`config.mk`:
```
export PLATFORM = sky130hd
export DESIGN_NAME = cwr_watchdog
export DESIGN_NICKNAME = d
export VERILOG_FILES = /design/src/cwr_prescaler.v /design/src/cwr_strap_capture.v /design/src/cwr_watchdog.v
export VERILOG_INCLUDE_DIRS = /design/src
export SDC_FILE = /design/constraint.sdc
export NUM_CORES = 1
export LEC_CHECK = 0
export ABC_AREA = 1
export BUFFER_PORTS_ARGS = -buffer_cell sky130_fd_sc_hd__buf_2
export CAP_MARGIN = 15
export CORE_MARGIN = 2
export CORE_UTILIZATION = 49
export CTS_CLUSTER_DIAMETER = 60
export DETAILED_ROUTE_END_ITERATION = 16
export HOLD_SLACK_MARGIN = 0.03
export PLACE_DENSITY = 0.78
export SYNTH_ARGS = -nofsm -noshare
export SYNTH_HDL_FRONTEND = slang
export SYNTH_SLANG_ARGS = --single-unit
```
`constraint.sdc`:
```
create_clock -name ref_clk -period 1.6 [get_ports ref_clk]
set_input_delay 0.08 -clock ref_clk [delete_from_list [all_inputs] [get_ports ref_clk]]
set_output_delay 0.08 -clock ref_clk [all_outputs]
set_load 0.005 [all_outputs]
```
`src/cwr_defs.vh`:
```
`ifndef CWR_DEFS_VH
`define CWR_DEFS_VH

// ----------------------------------------------------------------
// Register map (index times four gives the byte address)
// ----------------------------------------------------------------
`define CWR_ADDR_W 12
`define CWR_CTRL_INDEX 8'h2a
`define CWR_STAT_INDEX 8'h2b
`define CWR_CTRL_ADDR ({2'h0, `CWR_CTRL_INDEX, 2'h0})
`define CWR_STAT_ADDR ({2'h0, `CWR_STAT_INDEX, 2'h0})

// ----------------------------------------------------------------
// Control register fields
// ----------------------------------------------------------------
`define CWR_ACT_BIT 7
`define CWR_TOP_BIT 6
`define CWR_CNT_W 7
`define CWR_CTRL_RESET 8'h7f
`define CWR_COUNT_RESET 7'h7f
`define CWR_EXPIRE_COUNT 7'h40

// ----------------------------------------------------------------
// Status register fields
// ----------------------------------------------------------------
`define CWR_ST_ACTIVE 0
`define CWR_ST_HWOPT 1
`define CWR_ST_HALTOPT 2
`define CWR_ST_TB_LO 3
`define CWR_ST_TB_HI 4

// ----------------------------------------------------------------
// Prescaler and timebase phase constants
// ----------------------------------------------------------------
`define CWR_PRESCALE_CYCLES 16384
`define CWR_PRESCALE_W 14
`define CWR_PHASE_BASE 128
`define CWR_PHASE_UNIT 64
`define CWR_TB0_LSB 59
`define CWR_TB1_LSB 53
`define CWR_TB2_LSB 35
`define CWR_TB3_LSB 54
`define CWR_TB_2MS 2'h0
`define CWR_TB_4MS 2'h1
`define CWR_TB_10MS 2'h2
`define CWR_TB_25MS 2'h3

`endif

```
`src/cwr_prescaler.v`:
```
`default_nettype none
`include "cwr_defs.vh"

module cwr_prescaler #(
    parameter PERIOD = `CWR_PRESCALE_CYCLES,
    parameter WIDTH = `CWR_PRESCALE_W
) (
    input wire ref_clk,
    input wire rst_b,
    input wire phaseLoad,
    input wire [WIDTH-1:0] phaseValue,
    output reg tick
);

reg [WIDTH-1:0] count_reg;
reg [WIDTH-1:0] count_next;
wire atEnd;

assign atEnd = (count_reg == PERIOD[WIDTH-1:0] - {{(WIDTH-1){1'b0}}, 1'b1});

// ----------------------------------------------------------------
// Free-running divider; only a timebase change moves its phase
// ----------------------------------------------------------------
always @* begin
    if (phaseLoad) begin
        count_next = phaseValue;
    end else if (atEnd) begin
        count_next = {WIDTH{1'b0}};
    end else begin
        count_next = count_reg + {{(WIDTH-1){1'b0}}, 1'b1};
    end
end

always @(posedge ref_clk or negedge rst_b) begin
    if (!rst_b) begin
        count_reg <= {WIDTH{1'b0}};
        tick <= 1'b0;
    end else begin
        count_reg <= count_next;
        tick <= atEnd & ~phaseLoad;
    end
end

endmodule // cwr_prescaler

`default_nettype wire

```
`src/cwr_strap_capture.v`:
```
`default_nettype none

module cwr_strap_capture #(
    parameter WIDTH = 2
) (
    input wire ref_clk,
    input wire rst_b,
    input wire [WIDTH-1:0] strapIn,
    output reg [WIDTH-1:0] strapValue
);

reg taken_reg;

// ----------------------------------------------------------------
// Options are sampled once, on the first edge after reset release
// ----------------------------------------------------------------
always @(posedge ref_clk or negedge rst_b) begin
    if (!rst_b) begin
        taken_reg <= 1'b0;
        strapValue <= {WIDTH{1'b0}};
    end else if (!taken_reg) begin
        taken_reg <= 1'b1;
        strapValue <= strapIn;
    end
end

endmodule // cwr_strap_capture

`default_nettype wire

```
`src/cwr_watchdog.v`:
```
// Notes on behaviour
// - The count drops by one on every prescaler tick, one tick per 16384 clock cycles.
// - The six low count bits set the timeout in 64 equal steps.
// - With the watchdog active, a decrement from 40h to 3Fh requests a chip reset.
// - The count decrements whether or not the watchdog is active.
// - A control write never touches the prescaler, so the first decrement depends on its phase.
// - Without the hardware option the watchdog starts inactive after reset and, once activated, stays active until reset.
// - Writing activation set with the top count bit clear requests an immediate reset.
// - With the watchdog active and the halt option on, a halt request gives a reset, not halt.
// - An option input makes the watchdog a hardware watchdog, active from reset.
// - The timebase selection sets the prescaler phase, shaping minimum and maximum timeout.
// - Activation is bit 7, set by software, cleared only by reset; the register resets to 7Fh.
// - With the hardware option on, the watchdog is always active and the activation bit is moot.
//
// Our own choices: the register addresses and register access over APB.
`default_nettype none
`include "cwr_defs.vh"

module cwr_watchdog #(
    parameter PRESCALE_CYCLES = `CWR_PRESCALE_CYCLES,
    parameter ADDR_W = `CWR_ADDR_W
) (
    input wire ref_clk,
    input wire rst_b,
    input wire psel,
    input wire penable,
    input wire pwrite,
    input wire [ADDR_W-1:0] paddr,
    input wire [31:0] pwdata,
    output wire pready,
    output reg [31:0] prdata,
    output wire pslverr,
    input wire hwWatchdogOption,
    input wire haltResetOption,
    input wire [1:0] timebaseSelect,
    input wire haltExecute,
    output reg haltEnter,
    output reg watchdogResetRequest
);

// ----------------------------------------------------------------
// Bus decode
// ----------------------------------------------------------------
wire selCtrl;
wire selStat;
wire mapped;
wire setupPhase;
wire accessPhase;
wire wrCtrl;

assign selCtrl = (paddr == `CWR_CTRL_ADDR);
assign selStat = (paddr == `CWR_STAT_ADDR);
assign mapped = selCtrl | selStat;
assign setupPhase = psel & ~penable;
assign accessPhase = psel & penable;
// Zero wait states: every access completes in its first access cycle
assign pready = 1'b1;
assign pslverr = accessPhase & ~mapped;
assign wrCtrl = accessPhase & pwrite & selCtrl;

// ----------------------------------------------------------------
// Option straps
// ----------------------------------------------------------------
wire [1:0] strapValue;
wire hwOption;
wire haltOption;

cwr_strap_capture #(
    .WIDTH(2)
) u_straps (
    .ref_clk(ref_clk),
    .rst_b(rst_b),
    .strapIn({haltResetOption, hwWatchdogOption}),
    .strapValue(strapValue)
);

assign hwOption = strapValue[0];
assign haltOption = strapValue[1];

// ----------------------------------------------------------------
// Timebase phase link
// ----------------------------------------------------------------
reg [1:0] tbPrev_reg;
reg [31:0] phaseOffset;
reg [`CWR_PRESCALE_W-1:0] phaseValue;
wire phaseLoad;
wire tick;

assign phaseLoad = (timebaseSelect != tbPrev_reg);

always @* begin
    case (timebaseSelect)
        `CWR_TB_2MS: phaseOffset = (`CWR_TB0_LSB + `CWR_PHASE_BASE) * `CWR_PHASE_UNIT;
        `CWR_TB_4MS: phaseOffset = (`CWR_TB1_LSB + `CWR_PHASE_BASE) * `CWR_PHASE_UNIT;
        `CWR_TB_10MS: phaseOffset = (`CWR_TB2_LSB + `CWR_PHASE_BASE) * `CWR_PHASE_UNIT;
        default: phaseOffset = (`CWR_TB3_LSB + `CWR_PHASE_BASE) * `CWR_PHASE_UNIT;
    endcase
    // A shortened simulation period can be smaller than the offset
    if (phaseOffset >= PRESCALE_CYCLES) begin
        phaseValue = {`CWR_PRESCALE_W{1'b0}};
    end else begin
        phaseValue = PRESCALE_CYCLES[`CWR_PRESCALE_W-1:0] - phaseOffset[`CWR_PRESCALE_W-1:0];
    end
end

always @(posedge ref_clk or negedge rst_b) begin
    if (!rst_b) begin
        tbPrev_reg <= `CWR_TB_2MS;
    end else begin
        tbPrev_reg <= timebaseSelect;
    end
end

// Control writes do not reach the divider, hence the timeout spread
cwr_prescaler #(
    .PERIOD(PRESCALE_CYCLES),
    .WIDTH(`CWR_PRESCALE_W)
) u_prescaler (
    .ref_clk(ref_clk),
    .rst_b(rst_b),
    .phaseLoad(phaseLoad),
    .phaseValue(phaseValue),
    .tick(tick)
);

// ----------------------------------------------------------------
// Counter and activation
// ----------------------------------------------------------------
reg [`CWR_CNT_W-1:0] count_reg;
reg [`CWR_CNT_W-1:0] count_next;
reg activate_reg;
wire activate_next;
wire activeNow;
wire expire;
wire softReset;
wire haltReset;

always @* begin
    if (wrCtrl) begin
        count_next = pwdata[`CWR_CNT_W-1:0];
    end else if (tick) begin
        count_next = count_reg - {{(`CWR_CNT_W-1){1'b0}}, 1'b1};
    end else begin
        count_next = count_reg;
    end
end

// Activation is sticky; nothing but reset clears it
assign activate_next = activate_reg | (wrCtrl & pwdata[`CWR_ACT_BIT]);
assign activeNow = activate_reg | hwOption;

assign expire = tick & ~wrCtrl & activeNow & (count_reg == `CWR_EXPIRE_COUNT);
// A write counts as active if it sets activation itself
assign softReset = wrCtrl & ~pwdata[`CWR_TOP_BIT]
                   & (activeNow | pwdata[`CWR_ACT_BIT]);
assign haltReset = haltExecute & activeNow & haltOption;

always @(posedge ref_clk or negedge rst_b) begin
    if (!rst_b) begin
        count_reg <= `CWR_COUNT_RESET;
        activate_reg <= 1'b0;
        watchdogResetRequest <= 1'b0;
        haltEnter <= 1'b0;
    end else begin
        count_reg <= count_next;
        activate_reg <= activate_next;
        watchdogResetRequest <= expire | softReset | haltReset;
        haltEnter <= haltExecute & ~haltReset;
    end
end

// ----------------------------------------------------------------
// Read data, captured in the setup cycle
// ----------------------------------------------------------------
reg [31:0] readValue;

always @* begin
    readValue = 32'h0000_0000;
    if (selCtrl) begin
        readValue[`CWR_ACT_BIT] = activate_reg;
        readValue[`CWR_CNT_W-1:0] = count_reg;
    end else if (selStat) begin
        readValue[`CWR_ST_ACTIVE] = activeNow;
        readValue[`CWR_ST_HWOPT] = hwOption;
        readValue[`CWR_ST_HALTOPT] = haltOption;
        readValue[`CWR_ST_TB_HI:`CWR_ST_TB_LO] = timebaseSelect;
    end
end

always @(posedge ref_clk or negedge rst_b) begin
    if (!rst_b) begin
        prdata <= 32'h0000_0000;
    end else if (setupPhase & ~pwrite) begin
        prdata <= readValue;
    end
end

endmodule // cwr_watchdog

`default_nettype wire

```
==> results of run 1 <==
==> logic make-up (layout without fill, tap and decap cells) <==
kind of cell	count (synthesis)	count (layout)	synth area share, %
adders and majority gates	3	3	1.589
DFF	38	38	40.62
muxes	2	2	0.9533
buffers and inverters	64	97	14.46
AOI/OAI and AO/OA	21	21	5.615
xor gates and xnor gates	9	9	3.337
other	2	26	0.3179
and+or+nand+nor	162	162	33.10
==> final timing paths <==
path	startpoint	end	depth (start not counted)
max reg2reg	u_prescaler.count_reg[0]$_DFF_PN0_	u_prescaler.count_reg[9]$_DFF_PN0_	6
max in group asynchronous	rst_b	count_reg[1]$_DFFE_PN1P_	3
max	timebaseSelect[0]	u_prescaler.count_reg[6]$_DFF_PN0_	7
min	pwdata[3]	count_reg[3]$_DFFE_PN1P_	3
min reg2reg	u_prescaler.count_reg[0]$_DFF_PN0_	u_prescaler.count_reg[0]$_DFF_PN0_	1
min in group asynchronous	rst_b	u_prescaler.count_reg[13]$_DFF_PN0_	3
==> routing by layer <==
metal  GRT usage [%]  share of wire [%]  vias to the layer above  wire (um)
met3           4.115                3.6                        4        171
met4           4.242               0.29                        0         14
li1                -                  -                     1026          -
met2           36.14                 53                       41       2517
met1           24.65                 43                      919       2068
met5               0                  0                        -          0
==> power by group through the flow <==
stage	logic [uW]	clock network (uW)	registers [uW]
after floorplan	196	0	1050
after global placement	243	0	1060
after detailed placement	251	0	1060
after CTS	271	805	1040
after global routing	313	851	1050
final	270	790	1040
==> through the flow <==
| stage | setup slack (ps) | util, % | hold slack (ps) | cell area (sq um) |
|---|---|---|---|---|
| 2_1_floorplan | 294.4 | - | -215.6 | 2452 |
| 4_1_cts | 108.7 | 58.29 | 39.67 | 2735 |
| 3_5_place_dp | 122.5 | 53.89 | 163.1 | 2529 |
| 5_1_grt | 57.75 | 58.35 | 41.88 | 2738 |
| 6_report | 187.4 | 58.35 | 39.39 | 2738 |
| 3_3_place_gp | 165.6 | 53.89 | 156.4 | 2529 |
==> worst register-to-register path: cells and delay by family (launching register included) <==
family | cells | cell delay (ps)
compound gates | 1 | 80
fa+ha+maj | 1 | 200
flops | 1 | 370
simple gates | 4 | 620
==> synth_stat cells <==
library cell,count,area share [%]
buf_4,25,7.9
a21oi_4,1,0.69
nand3_2,1,0.42
nor3b_2,2,1.1
inv_2,2,0.32
nor2_4,3,1.4
inv_1,36,5.7
dfstp_2,7,7.8
o21bai_2,1,0.48
o21ai_1,6,1.3
nand2_4,1,0.48
nand2_2,2,0.53
dfrtp_1,31,33
nand4_2,1,0.53
o21ai_0,8,1.7
nor2_1,26,4.1
or2_4,1,0.37
nor3_1,5,1.1
nor3_4,1,0.69
nand4_1,8,2.1
a21oi_1,1,0.21
a21boi_0,1,0.32
xor2_1,8,3.0
nand2_1,67,11
conb_1,2,0.32
nand3_1,39,8.3
o21bai_1,1,0.32
nand3b_1,1,0.32
ha_1,3,1.6
xnor2_1,1,0.37
mux2_2,2,0.95
nor2_2,4,1.1
buf_6,1,0.48
o31ai_1,2,0.64
==> layout make-up <==
class                   instances  area, sq um
clock inverters                 1        30.03
flip-flops and latches         38        959.7
multi-input cells             223         1154
inverters                      38        142.6
clock buffers                   7        76.32
repair buffers                 51        307.8
fillers                       448         1954
well taps                      54        67.56
==> timing repair <==
item / in CTS / in global routing
endpoints found under the hold margin: 40 / 0
hold buffers: 10 / 0
resized for setup: 0 / 1
endpoints found under the setup margin: 0 / 10
==> flow_summary.ini, run 1 <==
[place]
routabilityCongestion = 0.8283
dp_hpwl_um = 3599
io_buffers = 40
place_inst = 394

[grt]
grt_pass1_vias = 1900
grt_usage_pct = 20.02
grt_start_max_net_pins = 39
gr-total-overflow = 0
antenna_found_initial = 0
grt_pass1_wl_um = 8431

[pwr]
p_leak_uw = 0.001414
power_frac_seq_pct = 49.5
clkPwrFrac_pct = 37.6
switching_share_pct = 24.74
p_per_area_nw_per_um2 = 767.2
vdd_ir_drop_max_v = 0.0004983
switching_power_uw = 519.6
combPwrFrac_pct = 12.9
power_uw = 2100
p_int_uw = 1581

[synth]
avgSynthCellArea_sq_um = 7.848
seq_area_frac_synth_pct = 40.62
synth_area_sq_um = 2362
synthDistinctLibCells = 34
synthCells = 301
synth_warnings = 0
synth_seq_cells = 38

[floorplan]
die-area_sq_um = 5393
io_pins = 90
fp.dieW_um = 73.44
fp.coreArea_sq_um = 4692
die_h_um = 73.44
num_rows = 25
initial_utilization_pct = 50.35

[final_layout]
fin_nets = 414
area_growth_pct = 15.89
mostFrequentLayoutCells = nand2_1 (67), buf_2 (40), nand3_1 (39)
final_layout_size_suffix_gt1_share_pct = 21.51
largest_reg_flops = 14
antennaDiodeCount = 0
final_cell_count_no_fill = 412
final_common_cell = nand2_1

[outcome]
status = finished, final reports clean

[timing]
slew_viol_final = 0
fin_crit_sh_pct = 88.29
setup_viol = 0
fin_skew_ps = 4.692
period_minus_slack_ps = 1413
fin_tns_setup_ps = 0
rsz0062_at_grt = no
max_freq_mhz = 707.9
hold_violations = 0

[clocking]
cts_max_level = 2
post-cts-setup-buffer-count = 0
cts_made_buffers = 5
clock_path_buffers = 2
clockRootBuffer = clkbuf_8
clk_latency_ps = 280
cts_tree = done
clock_sinks = 38
path_clk_slew_ps = 70

[worst_setup_path]
cp.required_ps = 1760
critical_path.cell_chain = dlygate4sd3_1, buf_2, or2_4, a21oi_4, inv_2, o21ai_0, o21ai_1
crit_family = buffers and inverters
path_max_fanout = 9
cp_slowest_cell = dlygate4sd3_1
cp-end-kind = register
start_kind = input port
max_stage_delay_ps = 540
worst_ep_arrival_time_ps = 1580
critPathBufInv = 3
worstSetupPathType = in2reg
r2r_setup_slack_ps = 210

[drt]
ant_nets = 0
drt_wl_total_um = 4772
wire_per_inst_um = 11.58
drt_iter0_markers = 69
vias = 1990
drc = 0
drtPass1Iterations = 4
viasPerCell = 4.830

[job]
maxCapViolCount = 0

[min_path]
hold_class = in2reg
Power figures use the tool's default switching activity.
==> run 2, diff against run 1 <==
--- a/config.mk
+++ b/config.mk
@@ -14,7 +14,7 @@
 export CTS_CLUSTER_DIAMETER = 60
 export DETAILED_ROUTE_END_ITERATION = 16
 export HOLD_SLACK_MARGIN = 0.03
-export PLACE_DENSITY = 0.78
+export PLACE_DENSITY = 0.91
 export SYNTH_ARGS = -nofsm -noshare
 export SYNTH_HDL_FRONTEND = slang
 export SYNTH_SLANG_ARGS = --single-unit
==> run 2 against run 1 <==
Against the previous run: clock power rose by 25%; total power up 9.6%; design area increased by 1.9%; die area unchanged; utilization increased by 1.1 points; flip-flop and latch count did not move; global-route usage grew 0.17 points; cell count increased by 0.49%; sequential share of layout area decreased by 0.64 points; clock-buffer cell count shrank 2; highest routed layer unchanged.
==> flow_summary.ini, run 2 (synthesized netlist as in run 1, its figures left out) <==
[clocking]
clock_sinks = 38
clockRootBuffer = clkbuf_8
cts_tree = done
cts_made_buffers = 5
path_clk_slew_ps = 80
clk_latency_ps = 300
post-cts-setup-buffer-count = 0
cts_max_level = 2
clock_path_buffers = 2

[timing]
max_freq_mhz = 693.6
fin_crit_sh_pct = 90.12
rsz0062_at_grt = no
hold_violations = 0
period_minus_slack_ps = 1442
slew_viol_final = 0
fin_skew_ps = 3.663
setup_viol = 0
fin_tns_setup_ps = 0

[final_layout]
mostFrequentLayoutCells = nand2_1 (67), buf_2 (40), nand3_1 (39)
antennaDiodeCount = 0
fin_nets = 416
multi_input_comb_area_sq_um = 1154
register_area_sq_um = 959.7
final_common_cell = nand2_1
fin_area_sq_um = 2789
final_layout_size_suffix_gt1_share_pct = 21.94
area_growth_pct = 18.06
largest_reg_flops = 14
nFillCells = 388

[floorplan]
fp.dieW_um = 73.44
die-area_sq_um = 5393
io_pins = 90
die_h_um = 73.44
num_rows = 25
fp.coreArea_sq_um = 4692
initial_utilization_pct = 50.35

[place]
routabilityCongestion = 0.8626
dpl-instance-area_sq_um = 2529
io_buffers = 40
dp_hpwl_um = 3595

[worst_setup_path]
cp.required_ps = 1780
start_kind = input port
path_max_fanout = 9
worstSetupPathType = in2reg
worst_ep_arrival_time_ps = 1620
cp-end-kind = register

[min_path]
hold_class = in2reg

[pwr]
p_leak_uw = 0.001438
p_per_area_nw_per_um2 = 825.2
vdd_ir_drop_max_v = 0.0004882

[grt]
gr-total-overflow = 0
grt_start_max_net_pins = 39
grt_pass1_wl_um = 8376
grt_pass1_vias = 1969
grt_usage_pct = 20.19
antenna_found_initial = 0

[drt]
drt_iter0_markers = 99
ant_nets = 0
vias = 2023
wire_per_inst_um = 11.85
drc = 0
drtPass1Iterations = 4
drt_wl_total_um = 4907
viasPerCell = 4.886

[job]
maxCapViolCount = 0

[outcome]
status = finished, final reports clean
run 2: changes by cell type in the layout (fill, tap and decap cells not counted):
cell / delta
bufinv_16: +1
clkbuf_1: -2
clkinv_4: +1
dlygate4sd3_1: +2
run 2: worst paths after layout:
path	slack, ps	from	cells after the start	to
setup / recovery	160	timebaseSelect[0]	7	u_prescaler.count_reg[6]$_DFF_PN0_
hold / removal	60	pwdata[7]	3	activate_reg$_DFF_PN0_
setup reg to reg	200	u_prescaler.count_reg[0]$_DFF_PN0_	6	u_prescaler.count_reg[9]$_DFF_PN0_
hold reg to reg	480	u_prescaler.count_reg[0]$_DFF_PN0_	1	u_prescaler.count_reg[0]$_DFF_PN0_
max in group asynchronous	900	rst_b	3	count_reg[1]$_DFFE_PN1P_
min in group asynchronous	350	rst_b	3	u_prescaler.count_reg[13]$_DFF_PN0_
run 2: what timing repair did:
| action | CTS | global route |
|---|---|---|
| hold buffers | 12 | 0 |
| endpoints found under the setup margin | 0 | 3 |
| gates resized for setup | 0 | 1 |
| hold endpoints to repair | 42 | 0 |
run 2: where the power goes:
part | total [uW] | internal, uW | switching, uW
combinational | 274 | 111 | 163
clock | 987 | 625 | 362
sequential | 1040 | 1010 | 34.9
run 2: layout make-up:
| class | instances | area share, % |
|---|---|---|
| clock buffers | 5 | 2.467 |
| well taps | 54 | 2.423 |
| clock inverters | 3 | 2.467 |
| flip-flops and latches | 38 | 34.41 |
| repair buffers | 53 | 11.75 |
| multi-input cells | 223 | 41.36 |
| inverters | 38 | 5.114 |
run 2: worst max-delay path: stages:
cell and delay, ps:
dlygate4sd3_1 560, buf_2 170, or2_4 260, a21oi_4 220
inv_2 120, o21ai_0 110, o21ai_1 90
run 2: metal layers:
metal  track usage, %  vias to the layer above  share of wire, %
met5                0                        -                 0
met4            8.081                        0               1.2
met3            4.664                        5               4.0
met2            36.84                       48                53
met1            22.54                      939                41
li1                 -                     1031                 -
run 2: through the flow:
stage               power, uW  setup slack (ps)  util [%]  cells  hold WS, ps
floorplan                1247             294.4         -    325       -215.6
global placement         1294             175.8     53.89    394        149.8
detailed placement       1307             104.6     53.89    394        156.5
CTS                      2322             88.94     59.39    414        58.14
global route             2403             56.84     59.44    414        72.29
finish                   2301             158.1     59.44    414        61.04
